**src/adc_serial_regs.vh**
```
`ifndef ADC_SERIAL_REGS_VH
`define ADC_SERIAL_REGS_VH
// ==========================================================
// Control byte layout
`define CTRL_WIDTH        8
`define CTRL_CHAN_MSB     5
`define CTRL_CHAN_LSB     3
`define CTRL_RESET        8'h00
`define CHAN_RESET        3'h0
// ==========================================================
// Conversion timing in serial clock cycles
`define CONV_CYCLES       5'h10
`define TRACK_CYCLES      5'h03
`define HOLD_FALL         5'h04
`define DATA_FIRST_FALL   5'h05
`define DATA_LAST_FALL    5'h0E
`define CTRL_RISES        5'h08
`define RESULT_WIDTH      10
`endif

```
**src/adc_result_fifo.v**
```verilog
`default_nettype none
// ==========================================================
// Result FIFO
module adc_result_fifo #(
    parameter WIDTH = 10,
    parameter DEPTH = 16,
    parameter AW    = 4
) (
    input  wire             i_clk,    // Clock
    input  wire             i_rstn,   // Sync reset, active low
    input  wire [WIDTH-1:0] i_data,   // Write data
    input  wire             i_valid,  // Write request
    output wire             o_ready,  // Not full
    output wire [WIDTH-1:0] o_data,   // Head word
    output wire             o_valid,  // Not empty
    input  wire             i_ready   // Drain accepts
);
    reg [WIDTH-1:0] mem [0:DEPTH-1];
    reg [AW:0]      wp_q;
    reg [AW:0]      rp_q;
    wire            full  = (wp_q[AW] != rp_q[AW]) && (wp_q[AW-1:0] == rp_q[AW-1:0]);
    wire            empty = (wp_q == rp_q);
    assign o_ready = !full;
    assign o_valid = !empty;
    assign o_data  = mem[rp_q[AW-1:0]];
    always @(posedge i_clk) begin
        if (i_valid && !full)
            mem[wp_q[AW-1:0]] <= i_data;
    end
    always @(posedge i_clk) begin
        if (!i_rstn) begin
            wp_q <= {(AW+1){1'b0}};
            rp_q <= {(AW+1){1'b0}};
        end else begin
            if (i_valid && !full)
                wp_q <= wp_q + 1'b1;
            if (i_ready && !empty)
                rp_q <= rp_q + 1'b1;
        end
    end
endmodule
`default_nettype wire

```
**src/adc_serial_port.v**
```verilog
`include "adc_serial_regs.vh"
`default_nettype none
module adc_serial_port #(
    parameter FIFO_DEPTH = 16,
    parameter FIFO_AW    = 4
) (
    input  wire       I_CLK,          // 250 MHz system clock
    input  wire       I_RSTN,         // Sync reset, active low
    input  wire       I_CS_N,         // Frame select pin, active low
    input  wire       I_SCLK,         // Serial clock pin
    input  wire       I_DIN,          // Control serial input pin
    output reg        O_DOUT,         // Serial result output
    output wire       O_DOUT_OE,      // Output enable of result pin
    output wire       O_TRACK,        // Sampler in track mode
    output wire       O_POWERED,      // Converter powered
    output wire       O_SAMPLE_REQ,   // Pulse: take sample now
    output wire [2:0] O_SAMPLE_CHAN,  // Channel to sample
    input  wire [9:0] I_SAMPLE_CODE,  // Model code, straight binary
    output wire [9:0] O_RES_DATA,     // Result FIFO head
    output wire       O_RES_VALID,    // Result FIFO not empty
    input  wire       I_RES_READY,    // Result drain accepts
    output wire [2:0] O_CHAN          // Channel for next conversion
);
    // ==========================================================
    // Pin synchronisers
    localparam       NSYNC    = 3;
    // Reset levels: select idles high so no false frame start follows reset
    localparam [2:0] PIN_IDLE = 3'h1;
    wire [NSYNC-1:0] pin_raw  = {I_DIN, I_SCLK, I_CS_N};
    wire [NSYNC-1:0] pin_sync;
    genvar           gi;
    generate
        for (gi = 0; gi < NSYNC; gi = gi + 1) begin : g_sync
            reg [1:0] sync_q;
            always @(posedge I_CLK) begin
                if (!I_RSTN)
                    sync_q <= {2{PIN_IDLE[gi]}};
                else
                    sync_q <= {sync_q[0], pin_raw[gi]};
            end
            assign pin_sync[gi] = sync_q[1];
        end
    endgenerate

    wire       cs_n = pin_sync[0];
    wire       sclk = pin_sync[1];
    wire       din  = pin_sync[2];
    reg        cs_n_q;
    reg        sclk_q;
    // Delayed copies for edge detection
    always @(posedge I_CLK) begin
        if (!I_RSTN) begin
            cs_n_q <= 1'b1;
            sclk_q <= 1'b0;
        end else begin
            cs_n_q <= cs_n;
            sclk_q <= sclk;
        end
    end
    wire cs_fall  = cs_n_q && !cs_n;
    wire in_frame = !cs_n && !cs_n_q;
    // Clock edges gated by the frame
    wire rise     = in_frame && !sclk_q && sclk;
    wire sfall    = in_frame && sclk_q && !sclk;
    // Select falling with clock low (or together) counts as fall one
    wire start_fall = cs_fall && !sclk;
    wire fall       = sfall || start_fall;

    // ==========================================================
    // Conversion sequencer
    localparam ST_IDLE  = 2'h0;
    localparam ST_TRACK = 2'h1;
    localparam ST_HOLD  = 2'h2;
    localparam ST_DOWN  = 2'h3;
    reg  [1:0]  state_q;
    reg  [1:0]  state_d;
    reg  [4:0]  fall_cnt_q;
    reg  [4:0]  rise_cnt_q;
    reg  [7:0]  ctrl_q;
    reg  [2:0]  chan_q;
    reg  [9:0]  shift_q;
    reg         samp_q;
    reg         push_q;
    wire        fifo_ready;
    wire [4:0]  fall_num = fall_cnt_q + 5'h01;

    // ==========================================================
    // Edge-count decodes
    function is_hold_fall;
        input [4:0] num;
        begin
            is_hold_fall = (num == `HOLD_FALL);
        end
    endfunction

    function is_data_fall;
        input [4:0] num;
        begin
            is_data_fall = (num >= `DATA_FIRST_FALL) && (num <= `DATA_LAST_FALL);
        end
    endfunction

    function is_last_rise;
        input [4:0] cnt;
        begin
            is_last_rise = (cnt == `CONV_CYCLES - 5'h01);
        end
    endfunction

    wire hold_fall  = fall && is_hold_fall(fall_num);
    wire data_fall  = fall && is_data_fall(fall_num);
    wire last_rise  = rise && is_last_rise(rise_cnt_q);
    wire frame_edge = cs_n || cs_fall;

    // ==========================================================
    // Sequencer state
    always @* begin
        state_d = state_q;
        case (state_q)
            ST_IDLE: begin
                if (fall)
                    state_d = ST_TRACK;
            end
            ST_TRACK: begin
                if (hold_fall)
                    state_d = ST_HOLD;
            end
            ST_HOLD: begin
                // Asleep from the last rise until the next first fall
                if (last_rise)
                    state_d = ST_DOWN;
            end
            ST_DOWN: begin
                if (fall)
                    state_d = ST_TRACK;
            end
            default: begin
                state_d = ST_IDLE;
            end
        endcase
        if (cs_n)
            state_d = ST_IDLE;
    end

    always @(posedge I_CLK) begin
        if (!I_RSTN)
            state_q <= ST_IDLE;
        else
            state_q <= state_d;
    end

    // ==========================================================
    // Edge counters, restarted at every frame boundary
    always @(posedge I_CLK) begin
        if (!I_RSTN)
            fall_cnt_q <= 5'h00;
        else if (fall)
            fall_cnt_q <= (fall_num == `CONV_CYCLES) ? 5'h00 : fall_num;
        else if (frame_edge)
            fall_cnt_q <= 5'h00;
    end

    always @(posedge I_CLK) begin
        if (!I_RSTN)
            rise_cnt_q <= 5'h00;
        else if (frame_edge)
            rise_cnt_q <= 5'h00;
        else if (rise)
            rise_cnt_q <= is_last_rise(rise_cnt_q) ? 5'h00 : rise_cnt_q + 5'h01;
    end

    // ==========================================================
    // Control byte and channel address
    always @(posedge I_CLK) begin
        if (!I_RSTN)
            ctrl_q <= `CTRL_RESET;
        else if (rise && rise_cnt_q < `CTRL_RISES)
            ctrl_q <= {ctrl_q[6:0], din};
    end

    // Read one bit below the field: the eighth bit is shifting in on this edge
    always @(posedge I_CLK) begin
        if (!I_RSTN)
            chan_q <= `CHAN_RESET;
        else if (rise && rise_cnt_q == `CTRL_RISES - 5'h01)
            chan_q <= ctrl_q[`CTRL_CHAN_MSB-1:`CTRL_CHAN_LSB-1];
    end

    // ==========================================================
    // Result shifter and pin
    always @(posedge I_CLK) begin
        if (!I_RSTN)
            shift_q <= 10'h000;
        else if (hold_fall)
            shift_q <= I_SAMPLE_CODE;
        else if (data_fall)
            shift_q <= {shift_q[`RESULT_WIDTH-2:0], 1'b0};
    end

    always @(posedge I_CLK) begin
        if (!I_RSTN)
            O_DOUT <= 1'b0;
        else if (data_fall)
            O_DOUT <= shift_q[`RESULT_WIDTH-1];
        else if (fall || frame_edge)
            O_DOUT <= 1'b0;
    end

    // ==========================================================
    // Sample and push strobes
    always @(posedge I_CLK) begin
        if (!I_RSTN) begin
            samp_q <= 1'b0;
            push_q <= 1'b0;
        end else begin
            samp_q <= hold_fall;
            push_q <= last_rise && fifo_ready;
        end
    end

    reg [9:0] result_q;
    always @(posedge I_CLK) begin
        if (!I_RSTN)
            result_q <= 10'h000;
        else if (samp_q)
            result_q <= shift_q;
    end

    assign O_DOUT_OE     = !cs_n;
    // ==========================================================
    // Status decode
    reg track_c;
    reg powered_c;
    always @* begin
        track_c   = 1'b0;
        powered_c = 1'b0;
        case (state_q)
            ST_TRACK: begin
                track_c   = 1'b1;
                powered_c = 1'b1;
            end
            ST_HOLD: begin
                powered_c = 1'b1;
            end
            default: begin
                track_c   = 1'b0;
                powered_c = 1'b0;
            end
        endcase
    end

    assign O_TRACK       = track_c;
    assign O_POWERED     = powered_c;
    assign O_SAMPLE_REQ  = hold_fall && (state_q == ST_TRACK);
    assign O_SAMPLE_CHAN = chan_q;
    assign O_CHAN        = chan_q;

    // ==========================================================
    // Result buffering; a full FIFO drops the newest result
    adc_result_fifo #(
        .WIDTH (`RESULT_WIDTH),
        .DEPTH (FIFO_DEPTH),
        .AW    (FIFO_AW)
    ) u_fifo (
        .i_clk   (I_CLK),
        .i_rstn  (I_RSTN),
        .i_data  (result_q),
        .i_valid (push_q),
        .o_ready (fifo_ready),
        .o_data  (O_RES_DATA),
        .o_valid (O_RES_VALID),
        .i_ready (I_RES_READY)
    );
endmodule
`default_nettype wire

```
**config.mk**
```make
export PLATFORM = sky130hd
export DESIGN_NAME = adc_serial_port
export DESIGN_NICKNAME = d
export VERILOG_FILES = /design/src/adc_result_fifo.v /design/src/adc_serial_port.v
export VERILOG_INCLUDE_DIRS = /design/src
export SDC_FILE = /design/constraint.sdc
export NUM_CORES = 1
export LEC_CHECK = 0
export CAP_MARGIN = 20
export CORE_MARGIN = 2
export CORE_UTILIZATION = 62
export DETAILED_ROUTE_END_ITERATION = 12
export DONT_BUFFER_PORTS = 1
export PLACE_DENSITY = 0.8
export SETUP_SLACK_MARGIN = 0.4
export SKIP_CTS_REPAIR_TIMING = 1
export SYNTH_ARGS = -nofsm -noshare
export SYNTH_HDL_FRONTEND = slang
export SYNTH_SLANG_ARGS = --single-unit
```
**constraint.sdc**
```tcl
create_clock -name I_CLK -period 2.9 [get_ports I_CLK]
set_input_delay 0.29 -clock I_CLK [delete_from_list [all_inputs] [get_ports I_CLK]]
set_output_delay 0.29 -clock I_CLK [all_outputs]
set_load 0.05 [all_outputs]
```
* After elaboration in Yosys (flattened, before gate mapping)
Memory sizes are Yosys's and may differ from the RTL's. A register that Yosys moved wholly into a read port is not among the register bits.
Cells that the tools add are included.
** Word-level totals
- Logic and storage cells :: 93
- Memories kept :: 1
- Bits in writable memories :: 160
- Register bits after elaboration :: 61
- ROM bits :: 0
- Output and inout port bits :: 22
- Latch bits :: 0
- Bits of input ports :: 16
** Cells by class
- Bitwise operators :: 1
- Reductions and logical operators :: 36
- $mul :: 0
- Shifts and indexed selects :: 0
- Add/subtract/negate cells :: 4
- Equality and inequality tests :: 13
- Multiplexer cells :: 18
- $lt $le $gt $ge :: 3
- Div/mod/pow operators :: 0
** Memory list
- u_fifo.mem :: depth 16, bits a word 10, read ports 1, clocked after memory_dff 1, write ports 1, line adc_result_fifo.v:18 : reg [WIDTH-1:0] mem [0:DEPTH-1];
** Operators by type and width (number)
- adder 5 x 1 -> 5 bit, second input constant :: 4
- 2-to-1 mux 10 bit :: 2
- 2-to-1 mux 5 bit :: 4
- logical AND 1 bit :: 18
- == test 5 x 3 -> 1 bit, second input constant :: 2
- 2-to-1 mux 4 bit :: 2
- OR reduction 2 bit :: 4
- zero test 1 bit :: 6
- 2-to-1 mux 1 bit :: 6
- 2-to-1 mux 2 bit :: 3
- one-hot mux 2 bit (3 select lines) :: 1
- nonzero test 2 bit :: 3
- == test 5 x 4 -> 1 bit, second input constant :: 1
- == test 5 bit :: 1
- == test 5 bit, second input constant :: 1
- greater-or-equal comparator 5 x 3 -> 1 bit, second input constant :: 1
- <= comparator 5 x 4 -> 1 bit, second input constant :: 1
- < comparator 5 x 4 -> 1 bit, second input constant :: 1
- == test 2 bit, second input constant :: 2
- == test 4 bit :: 1
- != test 2 bit, second input constant :: 2
- logical OR 1 bit :: 3
- AND reduction 3 bit :: 1
- == test 2 x 1 -> 1 bit, second input constant :: 1
- other kinds (4) :: 4

* Depth between registers and ports, before layout
- Depth in word-level cells :: 8
- Mapped depth :: 7
- Gate-level depth less buffers :: 7

* Hierarchy
A second synthesis with hierarchy kept.
** Unflattened totals
- Cell total of the unflattened synthesis :: 585
- Area, all modules :: 9361.5 sq um
** Modules (own cells, without submodules)
- adc_result_fifo :: seq. area each 5084.9 sq um, cells an instance 328, area each 7041.8 sq um, times used 1
- adc_serial_port :: seq. area each 1021.0 sq um, cells an instance 257, area each 2319.7 sq um, times used 1

* Worst setup path before layout
OpenSTA, ideal clock, no wires.
- Kind :: register to output
- Start point :: register fall_cnt_q[0]
- End point :: output O_SAMPLE_REQ
- Cell stages (with the launch flop) :: 7
- Data arrival time :: 2209 ps
- Path buffers :: 1
- Data required time :: 2610 ps
- Slack :: 401 ps
- Cell sequence :: dfxtp_1 ha_1 or3b_2 o31ai_1 nand3_1 clkbuf_1 nor2_1
** On the way
- Cells in the longest elaborated chain, start to end :: 4
** RTL lines
- from (decl) :: line adc_serial_port.v:77 : reg [4:0] fall_cnt_q;
- from (signal assigned) :: line adc_serial_port.v:158 : fall_cnt_q <= (fall_num == `CONV_CYCLES) ? 5'h00 : fall_num;
- adder 5 x 1 -> 5 bit :: line adc_serial_port.v:85 : wire [4:0] fall_num = fall_cnt_q + 5'h01;
- == test 5 x 3 -> 1 bit (no line)
- logical AND 1 bit :: line adc_serial_port.v:110 : wire hold_fall = fall && is_hold_fall(fall_num);
- logical AND 1 bit :: line adc_serial_port.v:254 : assign O_SAMPLE_REQ = hold_fall && (state_q == ST_TRACK);
- to (decl) :: line adc_serial_port.v:16 : output wire O_SAMPLE_REQ,
Every way passes these cells.

==> impl_metrics.sql <==
INSERT INTO impl_metrics (metric_group, metric, value, unit) VALUES
('outcome', 'result_of_the_run', 'complete, but fails checks', ''),
('outcome', 'violations_in_the_final_reports', 'hold timing', ''),
('global_routing', 'grt.total_usage', '26.32', '%'),
('synthesis', 'yosysTopAreaCell', 'sky130_fd_sc_hd__edfxtp_1', ''),
('die', 'initial_util', '64.01', '%'),
('worst_hold_path', 'hold_class', 'in2reg', ''),
('synthesis', 'synth.area.top_cells', 'sky130_fd_sc_hd__edfxtp_1, sky130_fd_sc_hd__dfxtp_1, sky130_fd_sc_hd__mux4_2, sky130_fd_sc_hd__nor2_1, sky130_fd_sc_hd__mux2i_1', ''),
('global_routing', 'groute.layer.met1.usage', '35.04', '%'),
('run', 'total_of_max_cap_violations', '0', ''),
('synthesis', 'synth-edff-count', '160', ''),
('clock_network', 'tritoncts.num_buffers', '23', ''),
('sta', 'fin_worst_hold_slack', '-1.246', 'ps'),
('synthesis', 'synth_area', '8954', 'sq um'),
('sta', 'timing_worst_slew_pin_value', '972.5', 'ps'),
('global_routing', 'grt_overflow', '0', ''),
('placed_design', 'gpl.final_weighted_congestion', '0.9300', ''),
('clock_network', 'cts_num_sinks', '225', ''),
('sta', 'final.setup.tns', '0', 'ps'),
('synthesis', 'synth.avg_cell_area', '16.13', 'sq um'),
('die', 'placement_rows', '43', ''),
('synthesis', 'netlist-cell-type-count', '51', ''),
('route', 'detail-route-antenna-nets', '0', ''),
('worst_setup_path', 'cp.required', '2610', 'ps'),
('worst_setup_path', 'critical_path.max_fanout', '14', ''),
('final_layout', 'layout_stage_area_growth_over_the_synthesis_result', '12.90', '%'),
('global_routing', 'grt_util_met3', '4.625', '%'),
('sta', 'achievable-frequency', '384.9', 'MHz'),
('synthesis', 'synth_async_sr_flop_share', '0', '%'),
('route', 'via_count', '5021', ''),
('synthesis', 'yosys_warnings', '0', ''),
('route', 'detail_route.wl_per_cell', '25.75', 'um'),
('synthesis', 'register_area_share_after_synthesis', '68.19', '%'),
('final_layout', 'multiInputGateArea', '2700', 'sq um'),
('sta', 'fin_clk_skew', '10.72', 'ps'),
('sta', 'setup_viol', '0', ''),
('sta', 'final-hold-violation-count', '2', ''),
('global_routing', 'grt_pass1_wl', '29.29', 'mm'),
('worst_setup_path', 'arrival_time_worst_endpoint', '2310', 'ps'),
('final_layout', 'post_route_cells_drive_above_1_share', '20.47', '%'),
('global_routing', 'most_used_layer_global_route', 'met2', ''),
('final_layout', 'diodes_inserted', '0', ''),
('die', 'total_die_area', '15420', 'sq um'),
('die', 'core_area', '13990', 'sq um'),
('global_routing', 'first_global_vias', '5017', ''),
('final_layout', 'filler_cell_count', '847', ''),
('synthesis', 'syn-num-nets', '584', ''),
('route', 'drc', '0', ''),
('worst_setup_path', 'worstReg2RegStart', 'u_fifo.wp_q[0]$_SDFFE_PN0P_', ''),
('worst_setup_path', 'worstSetupPathType', 'reg2out', ''),
('clock_network', 'clk_pin_slew_worst_paths', '60', 'ps'),
('pwr', 'leakage', '3.383', 'nW'),
('clock_network', 'tritoncts_clock_tree', 'done', ''),
('placed_design', 'detailed_place_hpwl', '11.53', 'mm'),
('worst_setup_path', 'setup.worst_path.end_class', 'primary output', ''),
('synthesis', 'ys_dominant_reg_cell', 'sky130_fd_sc_hd__edfxtp_1', ''),
('die', 'floorplan.io_pins', '38', ''),
('worst_setup_path', 'kind_of_launch_point_of_the_worst_setup_path', 'flop', ''),
('worst_hold_path', 'min_from', 'I_SAMPLE_CODE[4]', ''),
('clock_network', 'htree_levels', '1', ''),
('final_layout', 'design.final.nets', '609', ''),
('sta', 'slew_headroom', '35.08', '%'),
('die', 'chipWidth', '124.2', 'um'),
('placed_design', 'numPortBuffers', '0', ''),
('global_routing', 'global_route.usage.met2', '44.60', '%'),
('synthesis', 'synth_top_area_share', '53.66', '%'),
('final_layout', 'register_area', '6115', 'sq um'),
('sta', 'final.period_utilization', '89.60', '%'),
('sta', 'timing.final.max_slew_violations', '0', ''),
('global_routing', 'largest_net_degree_at_the_start_of_global_routing', '41', ''),
('route', 'routed_via_density', '6.470', ''),
('final_layout', 'final_util', '72.26', '%');
report_power, final:
| group | switching, W | internal, W | total (W) |
|---|---|---|---|
| registers | 0.00000522 | 0.00340 | 0.00341 |
| logic | 0.0000285 | 0.0000132 | 0.0000417 |
| clock network | 0.00120 | 0.00171 | 0.00291 |
| total | 0.00123 | 0.00512 | 0.00636 |
flip-flops by register name, indices dropped and copies added (netlist names), named ones only:
name           cells
O_CHAN             3
O_DOUT             1
cs_n_q             1
ctrl_q             5
fall_cnt_q         5
g_sync.sync_q      6
push_q             1
result_q          10
rise_cnt_q         5
samp_q             1
sclk_q             1
shift_q           10
state_q            2
u_fifo.mem       160
u_fifo.rp_q        5
u_fifo.wp_q        5
final timing paths:
path                                                       end  slack (ps)  cells after the start
worst max-delay path                             O_RES_DATA[8]         300                      3
worst min-delay path                   shift_q[4]$_SDFFE_PN0P_          -1                      2
worst max register to register      u_fifo.mem[6][5]$_DFFE_PP_         580                      4
worst min register to register  g_sync[0].sync_q[1]$_SDFF_PN1_         410                      1
cells in the final DEF (no fill, tap or decap), types with 2 or more instances in the layout:
| cell type | count |
|---|---|
| sky130_fd_sc_hd__a21oi_1 | 22 |
| sky130_fd_sc_hd__a31oi_1 | 10 |
| sky130_fd_sc_hd__and2_1 | 6 |
| sky130_fd_sc_hd__and3_1 | 17 |
| sky130_fd_sc_hd__and3b_1 | 2 |
| sky130_fd_sc_hd__buf_12 | 2 |
| sky130_fd_sc_hd__buf_4 | 16 |
| sky130_fd_sc_hd__bufinv_16 | 2 |
| sky130_fd_sc_hd__clkbuf_1 | 2 |
| sky130_fd_sc_hd__clkbuf_16 | 26 |
| sky130_fd_sc_hd__clkbuf_8 | 2 |
| sky130_fd_sc_hd__clkinv_1 | 3 |
| sky130_fd_sc_hd__clkinv_2 | 8 |
| sky130_fd_sc_hd__dfxtp_1 | 62 |
| sky130_fd_sc_hd__dfxtp_4 | 2 |
| sky130_fd_sc_hd__dlygate4sd3_1 | 5 |
| sky130_fd_sc_hd__edfxtp_1 | 160 |
| sky130_fd_sc_hd__ha_1 | 12 |
| sky130_fd_sc_hd__inv_1 | 9 |
| sky130_fd_sc_hd__mux2_2 | 2 |
| sky130_fd_sc_hd__mux2i_1 | 17 |
| sky130_fd_sc_hd__mux4_2 | 50 |
| sky130_fd_sc_hd__nand2_1 | 23 |
| sky130_fd_sc_hd__nand2b_1 | 5 |
| sky130_fd_sc_hd__nand3_1 | 6 |
| sky130_fd_sc_hd__nor2_1 | 47 |
| sky130_fd_sc_hd__nor2b_1 | 3 |
| sky130_fd_sc_hd__nor3_1 | 3 |
| sky130_fd_sc_hd__o211ai_1 | 5 |
| sky130_fd_sc_hd__o21ai_0 | 22 |
| sky130_fd_sc_hd__xnor2_1 | 8 |
| sky130_fd_sc_hd__xor2_1 | 9 |
worst max-delay path, cell delays in order, from the launching register on:
cell and delay (ps):
sky130_fd_sc_hd__dfxtp_4 430, sky130_fd_sc_hd__buf_12 200, sky130_fd_sc_hd__mux4_2 540, sky130_fd_sc_hd__mux4_2 640
cell type report:
class / instances / share of cell area (%)
Sequential cell: 225 / 60.49
Multi-Input combinational cell: 293 / 26.71
Clock buffer: 27 / 6.152
Timing Repair Buffer: 27 / 2.822
Tap cell: 180 / 2.228
Clock inverter: 14 / 1.225
Inverter: 10 / 0.3713
cell families (layout without fill, tap and decap cells):
group	Yosys count	after routing	share of synthesized area (%)
compound gates	68	68	4.430
buf+inv	37	78	1.788
flops	225	225	68.19
simple gates	124	124	6.960
mux	71	71	15.15
xor+xnor	17	17	1.663
fa+ha+maj	13	13	1.817
through the flow:
stage	hold WS [ps]	power [W]	instances	area, sq um
after floorplan	386.3	0.003501	555	8954
after global placement	366.4	0.003505	727	9213
after detailed placement	370.4	0.003506	727	9213
after CTS	-144.4	0.006373	768	9958
after global routing	29.58	0.006504	776	10110
final	-1.246	0.006357	776	10110
per-layer routing:
layer	part of all wire, %	wire, um	up-vias
met3	7.7	1539	38
met5	0	0	-
met2	52	10390	255
met4	2.1	414	0
li1	-	-	2189
met1	38	7635	2539
synthesized netlist by cell type (2+ instances only):
master and number:
sky130_fd_sc_hd__edfxtp_1 160, sky130_fd_sc_hd__dfxtp_1 65, sky130_fd_sc_hd__mux4_2 50, sky130_fd_sc_hd__nor2_1 47, sky130_fd_sc_hd__nand2_1 23, sky130_fd_sc_hd__a21oi_1 22
sky130_fd_sc_hd__o21ai_0 22, sky130_fd_sc_hd__and3_1 17, sky130_fd_sc_hd__mux2i_1 17, sky130_fd_sc_hd__clkbuf_1 15, sky130_fd_sc_hd__ha_1 13, sky130_fd_sc_hd__a31oi_1 10
sky130_fd_sc_hd__inv_1 9, sky130_fd_sc_hd__xor2_1 9, sky130_fd_sc_hd__xnor2_1 8, sky130_fd_sc_hd__buf_2 7, sky130_fd_sc_hd__and2_1 6, sky130_fd_sc_hd__nand3_1 6
sky130_fd_sc_hd__nand2b_1 5, sky130_fd_sc_hd__o211ai_1 5, sky130_fd_sc_hd__buf_4 3, sky130_fd_sc_hd__nor2b_1 3, sky130_fd_sc_hd__nor3_1 3, sky130_fd_sc_hd__and3b_1 2
sky130_fd_sc_hd__mux2_2 2
(Power assumes the default switching activity.)
